## src/slcr_consts.svh

```systemverilog
`ifndef SLCR_CONSTS_SVH
`define SLCR_CONSTS_SVH
// Register indices (word offsets on the register port)
`define SLCR_IDX_STAT     6'h00
`define SLCR_IDX_CW2      6'h01
`define SLCR_IDX_CW3      6'h02
`define SLCR_IDX_CW4      6'h03
`define SLCR_IDX_RLO      6'h04
`define SLCR_IDX_RHI      6'h05
`define SLCR_IDX_RUP      6'h06
`define SLCR_IDX_RDN      6'h07
`define SLCR_IDX_IRQ_ST   6'h20
`define SLCR_IDX_IRQ_MSK  6'h21
// Field positions
`define SLCR_LOCK_BIT     24
`define SLCR_RAMP_EN_BIT  19
`define SLCR_SYNC_PD_BIT  26
`define SLCR_CALCK_PD_BIT 25
`define SLCR_CAL_GO_BIT   24
`define SLCR_LD_EN_BIT    2
// Reset values
`define SLCR_CW3_RST      32'h0000_0000
`define SLCR_CW4_RST      32'h0000_0000
`define SLCR_CW2_RST      32'h0000_0000
// Lock window counts in reference-clock cycles
`define SLCR_LDW_0        11'd128
`define SLCR_LDW_1        11'd256
`define SLCR_LDW_2        11'd512
`define SLCR_LDW_3        11'd1024
`endif

```

## src/slcr_pkg.sv

```systemverilog
package slcr_pkg;
  typedef enum logic [1:0]
  {
    LK_OFF   = 2'b00,
    LK_COUNT = 2'b01,
    LK_HELD  = 2'b10
  } slcr_lock_e;
  typedef logic [31:0] slcr_word_t;
endpackage

```

## src/slcr_ramp_mem.sv

```systemverilog
`timescale 1ns/1ps
`default_nettype none
// Four ramp parameter words with registered read data
module slcr_ramp_mem
  (
  // Clock and reset
  input  wire logic        clk,
  input  wire logic        arst_n,
  // Write side
  input  wire logic        we,
  input  wire logic [1:0]  waddr,
  input  wire logic [31:0] wdata,
  // Read side
  input  wire logic [1:0]  raddr,
  output var  logic [31:0] rdata,
  // All words in parallel for the ramp generator
  output var  logic [31:0] words [4]
  );

  logic [31:0] mem_q [4];
  logic [31:0] mem_d [4];
  logic [31:0] rdata_d;

  always_comb
  begin
    mem_d = mem_q;
    if (we)
    begin
      mem_d[waddr] = wdata;
    end
    rdata_d = mem_q[raddr];
  end

  always_ff @(posedge clk or negedge arst_n)
  begin
    if (!arst_n)
    begin
      for (int i = 0; i < 4; i++)
      begin
        mem_q[i] <= 32'h0000_0000;
      end
      rdata <= 32'h0000_0000;
    end
    else
    begin
      mem_q <= mem_d;
      rdata <= rdata_d;
    end
  end

  assign words = mem_q;

endmodule
`default_nettype wire

```

## src/slcr_regs.sv

```systemverilog
// Notes on behaviour
// [RL1] Three-bit field selects charge pump current when manual selection is on.
// [RL2] Lock detection runs only while the lock-detect enable bit is one.
// [RL3] Lock after in-range phase error for 128, 256, 512 or 1024 ref cycles.
// [RL4] Lock status readable at bit 24 of register zero.
// [RL5] Bit 26 of control word four powers down the sync-output divider.
// [RL6] Calibration clock runs only while bits 25 and 26 are both zero.
// [RL7] Writing one to bit 24 of control word four starts calibration.
// [RL8] Software calibrates after power-up and after every system clock change.
// [RL9] Software writes bits 23..0 of control word four with their defaults.
// [RL10] Ramp limits and steps apply only while ramp enable bit 19 is one.
// [RL11] Ramp lower limit, 32 bits, at index 0x04.
// [RL12] Ramp upper limit, 32 bits, at index 0x05.
// [RL13] Rising step, 32 bits, at index 0x06.
// [RL14] Falling step, 32 bits, at index 0x07.
// [RL15] Lock clears when detection is off; window restarts when error leaves range.
//
// The strobed register port was left to the implementer.
`include "slcr_consts.svh"
`timescale 1ns/1ps
`default_nettype none
module slcr_regs
  (
  // Clock and reset
  input  wire logic        clk,
  input  wire logic        arst_n,
  // Register port
  input  wire logic [5:0]  addr,
  input  wire logic [31:0] wdata,
  input  wire logic        wr,
  input  wire logic        rd,
  output logic      [31:0] rdata,
  // Phase detector side
  input  wire logic        ref_clk_pin,
  input  wire logic        phase_in_range,
  // Analogue controls
  output logic      [2:0]  pump_current_select,
  output logic             manual_pump_en,
  output logic             sync_div_pd,
  output logic             cal_clk_en,
  output logic             cal_start,
  output logic             locked,
  // Ramp generator parameters
  output logic             ramp_active,
  output logic      [31:0] ramp_lower,
  output logic      [31:0] ramp_upper,
  output logic      [31:0] ramp_rise,
  output logic      [31:0] ramp_fall,
  // Interrupt
  output logic             irq
  );

  // Control words
  logic [31:0]          cw2_q;
  logic [31:0]          cw2_d;
  logic [31:0]          cw3_q;
  logic [31:0]          cw3_d;
  logic [31:0]          cw4_q;
  logic [31:0]          cw4_d;
  // Interrupt status and mask
  logic [2:0]           ist_q;
  logic [2:0]           ist_d;
  logic [2:0]           imsk_q;
  logic [2:0]           imsk_d;
  // Synchronisers; the third reference stage only feeds the edge detector
  logic [2:0]           ref_sync_q;
  logic [2:0]           ref_sync_d;
  logic [1:0]           rng_sync_q;
  logic [1:0]           rng_sync_d;
  // Lock detector
  logic [10:0]          cnt_q;
  logic [10:0]          cnt_d;
  slcr_pkg::slcr_lock_e st_q;
  slcr_pkg::slcr_lock_e st_d;
  logic [10:0]          win;
  logic                 ref_rise;
  logic                 in_range;
  // Next values of the registered outputs
  logic                 locked_d;
  logic                 cal_d;
  logic                 sync_d;
  logic                 calck_d;
  logic                 mpe_d;
  logic                 irq_d;
  logic                 ract_d;
  logic [2:0]           pcs_d;
  logic [31:0]          rdata_d;
  logic [31:0]          rl_d;
  logic [31:0]          ru_d;
  logic [31:0]          rr_d;
  logic [31:0]          rf_d;
  // Ramp parameter store
  logic [31:0]          words [4];
  logic                 mem_we;

  function automatic logic [10:0] win_len(input logic [1:0] sel);
    case (sel)
      2'b00:   win_len = `SLCR_LDW_0;
      2'b01:   win_len = `SLCR_LDW_1;
      2'b10:   win_len = `SLCR_LDW_2;
      default: win_len = `SLCR_LDW_3;
    endcase
  endfunction

  function automatic logic hit(input logic [5:0] a, input logic [5:0] idx);
    hit = (a == idx);
  endfunction

  assign mem_we = wr && (addr[5:2] == 4'h1); // RL11 RL12 RL13 RL14

  slcr_ramp_mem u_mem
    (
    .clk    (clk),
    .arst_n (arst_n),
    .we     (mem_we),
    .waddr  (addr[1:0]),
    .wdata  (wdata),
    .raddr  (addr[1:0]),
    .rdata  (),
    .words  (words)
    );

  // Ref clock and range flag come from another domain: two stages each
  always_comb
  begin
    ref_sync_d = {ref_sync_q[1:0], ref_clk_pin};
    rng_sync_d = {rng_sync_q[0], phase_in_range};
    ref_rise   = ref_sync_q[1] && !ref_sync_q[2];
    in_range   = rng_sync_q[1];
  end

  // Lock detector, counted in reference-clock edges
  always_comb
  begin
    win   = win_len(cw3_q[1:0]); // RL3
    st_d  = st_q;
    cnt_d = cnt_q;
    case (st_q)
      slcr_pkg::LK_OFF:
      begin
        cnt_d = 11'd0;
        if (cw3_q[`SLCR_LD_EN_BIT])
        begin
          st_d = slcr_pkg::LK_COUNT;
        end
      end
      slcr_pkg::LK_COUNT:
      begin
        if (!in_range)
        begin
          cnt_d = 11'd0; // RL15
        end
        else if (ref_rise)
        begin
          cnt_d = cnt_q + 11'd1;
          if (cnt_q + 11'd1 >= win)
          begin
            st_d = slcr_pkg::LK_HELD; // RL3
          end
        end
      end
      slcr_pkg::LK_HELD:
      begin
        if (!in_range)
        begin
          st_d  = slcr_pkg::LK_COUNT; // RL15
          cnt_d = 11'd0;
        end
      end
      default:
      begin
        st_d  = slcr_pkg::LK_OFF;
        cnt_d = 11'd0;
      end
    endcase
    if (!cw3_q[`SLCR_LD_EN_BIT])
    begin
      st_d  = slcr_pkg::LK_OFF; // RL2 RL15
      cnt_d = 11'd0;
    end
    locked_d = (st_d == slcr_pkg::LK_HELD);
  end

  // Register writes, interrupt status and outputs
  always_comb
  begin
    cw2_d  = cw2_q;
    cw3_d  = cw3_q;
    cw4_d  = cw4_q;
    imsk_d = imsk_q;
    ist_d  = ist_q;
    cal_d  = 1'b0;
    if (wr && hit(addr, `SLCR_IDX_CW2))
    begin
      cw2_d = wdata;
    end
    if (wr && hit(addr, `SLCR_IDX_CW3))
    begin
      cw3_d = wdata;
    end
    if (wr && hit(addr, `SLCR_IDX_CW4))
    begin
      // Trigger bit is not stored so it reads back as zero
      cw4_d = {wdata[31:25], 1'b0, wdata[23:0]};
      cal_d = wdata[`SLCR_CAL_GO_BIT]; // RL7
    end
    if (wr && hit(addr, `SLCR_IDX_IRQ_MSK))
    begin
      imsk_d = wdata[2:0];
    end
    if (wr && hit(addr, `SLCR_IDX_IRQ_ST))
    begin
      ist_d = ist_q & ~wdata[2:0];
    end
    // Set wins over a same-cycle clear
    ist_d = ist_d | {cal_d, locked && !locked_d, locked_d && !locked};
    irq_d = |(ist_d & imsk_d);
    // Built from next values so controls settle one cycle after the write
    pcs_d   = cw3_d[5:3]; // RL1
    mpe_d   = cw3_d[6]; // RL1
    sync_d  = cw4_d[`SLCR_SYNC_PD_BIT]; // RL5
    calck_d = !cw4_d[`SLCR_CALCK_PD_BIT] && !cw4_d[`SLCR_SYNC_PD_BIT]; // RL6
    ract_d  = cw2_d[`SLCR_RAMP_EN_BIT]; // RL10
    // Parameters are forced to zero while the ramp is off
    rl_d = ract_d ? words[0] : 32'h0000_0000; // RL10
    ru_d = ract_d ? words[1] : 32'h0000_0000; // RL10
    rr_d = ract_d ? words[2] : 32'h0000_0000; // RL10
    rf_d = ract_d ? words[3] : 32'h0000_0000; // RL10
  end

  // Read data mux; ramp words come from the parallel store outputs
  // so that rdata stays one register deep like every other index
  always_comb
  begin
    rdata_d = 32'h0000_0000;
    if (rd)
    begin
      case (addr)
        `SLCR_IDX_STAT:    rdata_d[`SLCR_LOCK_BIT] = locked; // RL4
        `SLCR_IDX_CW2:     rdata_d = cw2_q;
        `SLCR_IDX_CW3:     rdata_d = cw3_q;
        `SLCR_IDX_CW4:     rdata_d = cw4_q;
        `SLCR_IDX_RLO:     rdata_d = words[0]; // RL11
        `SLCR_IDX_RHI:     rdata_d = words[1]; // RL12
        `SLCR_IDX_RUP:     rdata_d = words[2]; // RL13
        `SLCR_IDX_RDN:     rdata_d = words[3]; // RL14
        `SLCR_IDX_IRQ_ST:  rdata_d[2:0] = ist_q;
        `SLCR_IDX_IRQ_MSK: rdata_d[2:0] = imsk_q;
        default:           rdata_d = 32'h0000_0000;
      endcase
    end
  end

  always_ff @(posedge clk or negedge arst_n)
  begin
    if (!arst_n)
    begin
      cw2_q               <= `SLCR_CW2_RST;
      cw3_q               <= `SLCR_CW3_RST;
      cw4_q               <= `SLCR_CW4_RST;
      imsk_q              <= 3'h0;
      ist_q               <= 3'h0;
      ref_sync_q          <= 3'h0;
      rng_sync_q          <= 2'h0;
      cnt_q               <= 11'd0;
      st_q                <= slcr_pkg::LK_OFF;
      locked              <= 1'b0;
      cal_start           <= 1'b0;
      pump_current_select <= 3'h0;
      manual_pump_en      <= 1'b0;
      sync_div_pd         <= 1'b0;
      cal_clk_en          <= 1'b0;
      ramp_active         <= 1'b0;
      ramp_lower          <= 32'h0000_0000;
      ramp_upper          <= 32'h0000_0000;
      ramp_rise           <= 32'h0000_0000;
      ramp_fall           <= 32'h0000_0000;
      irq                 <= 1'b0;
      rdata               <= 32'h0000_0000;
    end
    else
    begin
      cw2_q               <= cw2_d;
      cw3_q               <= cw3_d;
      cw4_q               <= cw4_d;
      imsk_q              <= imsk_d;
      ist_q               <= ist_d;
      ref_sync_q          <= ref_sync_d;
      rng_sync_q          <= rng_sync_d;
      cnt_q               <= cnt_d;
      st_q                <= st_d;
      locked              <= locked_d;
      cal_start           <= cal_d;
      pump_current_select <= pcs_d;
      manual_pump_en      <= mpe_d;
      sync_div_pd         <= sync_d;
      cal_clk_en          <= calck_d;
      ramp_active         <= ract_d;
      ramp_lower          <= rl_d;
      ramp_upper          <= ru_d;
      ramp_rise           <= rr_d;
      ramp_fall           <= rf_d;
      irq                 <= irq_d;
      rdata               <= rdata_d;
    end
  end

endmodule
`default_nettype wire

```

## config.mk

```make
export PLATFORM = sky130hd
export DESIGN_NAME = slcr_regs
export DESIGN_NICKNAME = d
export VERILOG_FILES = /design/src/slcr_pkg.sv /design/src/slcr_ramp_mem.sv /design/src/slcr_regs.sv
export VERILOG_INCLUDE_DIRS = /design/src /design/src/src
export SDC_FILE = /design/constraint.sdc
export NUM_CORES = 1
export LEC_CHECK = 0
export BUFFER_PORTS_ARGS = -buffer_cell sky130_fd_sc_hd__buf_2
export CAP_MARGIN = 10
export CORE_UTILIZATION = 58
export CTS_CLUSTER_SIZE = 14
export DETAILED_ROUTE_END_ITERATION = 16
export PLACE_DENSITY = 0.8
export SYNTH_ARGS = -nofsm -noshare
export SYNTH_HDL_FRONTEND = slang
export SYNTH_SLANG_ARGS = --single-unit
```

## constraint.sdc

```tcl
create_clock -name clk -period 3.9 [get_ports clk]
set_clock_uncertainty 0.2 [all_clocks]
set_input_delay 0.195 -clock clk [delete_from_list [all_inputs] [get_ports clk]]
set_output_delay 0.195 -clock clk [all_outputs]
set_load 0.005 [all_outputs]
```

==> results.md <==
- # setup viols final: 0
- Mux contribution to synthesized area: 0.1910
- WL/cell: 21.44 µm
- Via-to-Cell Ratio: 5.769
- Final estimated routing congestion in global placement: between 0.8 and 0.9
- Async SR Flop Fraction: 1.000
- PwrDens: approximately 500 nW/µm²
- Overflow left after global routing: 0
- Clock Latency Late Sink: around 0.53 ns
- Ports: between 200 and 250
- Layout cell share with drive strength beyond 1: 0.3922
- Cts bufs inserted: 40
- Final cell count without fillers: 1816
- Post-Synth Adder-Cell Area: 0.003770
- Clock Pin Slew Worst Setup and Hold Paths: around 0.060 ns
- Slew @ Worst Pin: approximately 1.0 ns
- Antenna violations before repair: 1
- Critical-path cell list: ha_1 -> nand2_1 -> nor4_1 -> xor2_1 -> ha_1 -> nand2_1 -> nor4_1 -> o21ai_0 -> a31oi_1 -> o221ai_1
- Row cnt: 61
- # Max-Cap Violations: 0
- DP HPWL: 23470 µm
- Clock root cell: clkbuf_16
- CP Data Arrival Time: ~3.3 ns
- Clock Path Buffers: 3
- Area of the mapped netlist: 16600 µm²
- Worst hold path class: primary input to flip-flop
- Max incr delay on CP: 0.54 ns
- Top area cells in the synthesized netlist: dfrtp_1, mux2_2, mux2_4
- DRC violation count after routing: 0
- Area of the die: 29290 µm²
- Max Fclk: 0.3196 GHz
- Ys Warns: 0
- Initial DRC count: 784
- Largest family of logic cells by synthesized area: multiplexers
- Fin Setup TNS: 0 ns
- Cells after Synth: 1162
- CTS Sinks: 411
- Hold_sp: addr[4]
- LEAKAGE: 0.009932 µW
- Netlist cell types: 56
- Post-synth top area share: 0.6197
- Post-synth top cells: dfrtp_1, mux2_2, nor2b_1
- Net Count, Synth: 1211
- # diodes: 0
- Post-synthesis xor/xnor area fraction: 0.002639
- Worst path slowest cell: nor4_1
- Initial core utilization: 0.5941
- Die height: 171.2 µm
- Slew HR: 0.3081
- Largest area contributor in the synthesized netlist: dfrtp_1
- Required time worst endpoint: 4.09 ns
- CP Launch Type: flip-flop
- Synth Area in Compound Gates: 0.06597
- CP Capture Type: flip-flop
- Max IR drop VDD: approximately 0.34 mV
- CP Buf/Inv Count: 0
- GR Util All Layers: 0.2773
- Dpl cells: ~1700
- Number of global-route vias before repair: 10905
- Crit path launch: cnt_q[0]$_DFFE_PN0P_
- Global-route wire length before repair: 61710 µm
- Seq cells post-synth: 411
- Unrepaired setup endpoints after global routing: no
- Final core occ: 0.7109
- Number of enable flip-flop cells after synthesis: 0
- Largest delay contributor family on the critical path: simple AND/OR/NAND/NOR gates
- Mean Syn Cell Area: roughly 14 µm²
- Core ar.: 27930 µm²
- DRT Pass-1 Iters: 5
- Status: completed
- Via count: 10476
- Nets: ~1500
- Most numerous cell in the Yosys netlist: dfrtp_1
- Layout area overhead: 19.66%
- Final WL: 38940 µm
- Fin. max-slew vios: 0
- Post-Synth Simple-Gate Area: 0.08723
- Final count of hold timing violations: 0
- Worst Path Max Fanout: 5
- Seq/Total Area, Yosys: 0.6197
- Largest net degree at the start of global routing: 133
- CTS tree: yes
- Final min period: 3.129 ns
- Reg-to-reg startpoint: cnt_q[0]$_DFFE_PN0P_
- Layout fillers: 1898
- Worst setup path class: flip-flop to flip-flop
- Htree depth: 2
- Routed Antenna Nets: 0
- Buffers on Ports: 213
- Most used flip-flop cell after synthesis: dfrtp_1
- Tcrit/Tclk final: 0.8022
- Die width: 171.2 µm
-- state kept, by name, summed over array words and instances (netlist names), 11 cells and up --
| register | count |
|---|---|
| cw2_q | 32 |
| ramp_lower | 32 |
| ramp_fall | 32 |
| ramp_upper | 32 |
| u_mem.words | 128 |
| cw4_q | 31 |
| ramp_rise | 32 |
| cw3_q | 30 |
| rdata | 32 |
| cnt_q | 11 |
-- metal layers --
layer / global-route usage / share of wire
met1: 0.3835 / 0.43
met2: 0.4553 / 0.49
met3: 0.04303 / 0.056
met4: 0.08230 / 0.021
met5: 0 / 0.00028
-- kinds of logic after synthesis --
kind of cell / count (synthesis)
muxes: 252
AOI/OAI and AO/OA: 156
adders and majority gates: 5
DFF: 411
and+or+nand+nor: 249
xor gates and xnor gates: 5
buffers and inverters: 84
-- worst min-delay path: stages --
cell	delay [ns]
buf_2	0.17
nor2_1	0.07
nand4_1	0.19
a31oi_1	0.07
-- worst paths after layout --
kind	slack [ns]	depth (start not counted)	endpoint
worst max-delay path	0.77	10	irq$_DFF_PN0_
max in group asynchronous	2.34	3	ramp_upper[3]$_DFF_PN0_
worst max register to register	0.77	10	irq$_DFF_PN0_
min in group asynchronous	0.14	2	cnt_q[5]$_DFFE_PN0P_
worst min register to register	0.16	0	ref_sync_q[1]$_DFF_PN0_
worst min-delay path	0.02	4	rdata[0]$_DFF_PN0_
-- through the flow --
step	hold WS, ns	total power [µW]	worst slack (ns)	instance area [µm²]
floorplan	-0.3006	5475	1.125	16600
global route	0.04786	10300	0.4050	19860
detailed placement	0.1050	5871	0.7952	18030
finish	0.02365	9948	0.7713	19860
CTS	0.01102	9993	0.7913	19860
global placement	0.1032	5818	0.9390	18030
-- power breakdown --
| part | internal (µW) | leakage (µW) | total, µW | switching, µW |
|---|---|---|---|---|
| Clock | 2530 | 0.000708 | 4110 | 1580 |
| Sequential | 4640 | 0.00555 | 4900 | 254 |
| Combinational | 524 | 0.00367 | 943 | 420 |
| Total | 7690 | 0.00993 | 9950 | 2260 |
-- area by class of cell --
| type | count | area (µm²) | share of cell area |
|---|---|---|---|
| inverter | 6 | 22.52 | 0.001134 |
| tap | 378 | 473.0 | 0.02382 |
| clock buffer | 60 | 1239 | 0.06237 |
| clock inverter | 11 | 191.4 | 0.009640 |
| multi-input combinational | 667 | 5859 | 0.2950 |
| timing repair buffer | 283 | 1789 | 0.09010 |
| sequential | 411 | 10280 | 0.5179 |
-- cell usage in the layout (no fill, tap or decap), types with 6 or more instances in the layout --
cell	synthesis	layout
dfrtp_1	411	411
buf_2	28	212
mux2_2	166	166
nor2b_1	131	131
mux2_4	60	60
nand2_1	51	48
a22oi_1	42	42
clkbuf_16	0	42
dlygate4sd3_1	0	40
o21ai_0	31	31
buf_4	18	23
a21oi_1	21	21
a31oi_1	19	19
nor2_1	19	18
a222oi_1	14	14
mux2i_1	14	13
clkbuf_8	0	12
mux4_2	11	11
a221oi_1	8	8
and2_1	9	7
buf_12	0	7
inv_1	6	6
clkbuf_1	21	6
-- repair_timing --
action | in CTS | in global routing
hold buffers | 40 | 0
hold endpoints to repair | 360 | 0
setup endpoints to repair | 0 | 0
gates resized for setup | 0 | 0
setup buffers | 0 | 0
Note: power is estimated with default switching activity, not from simulation.
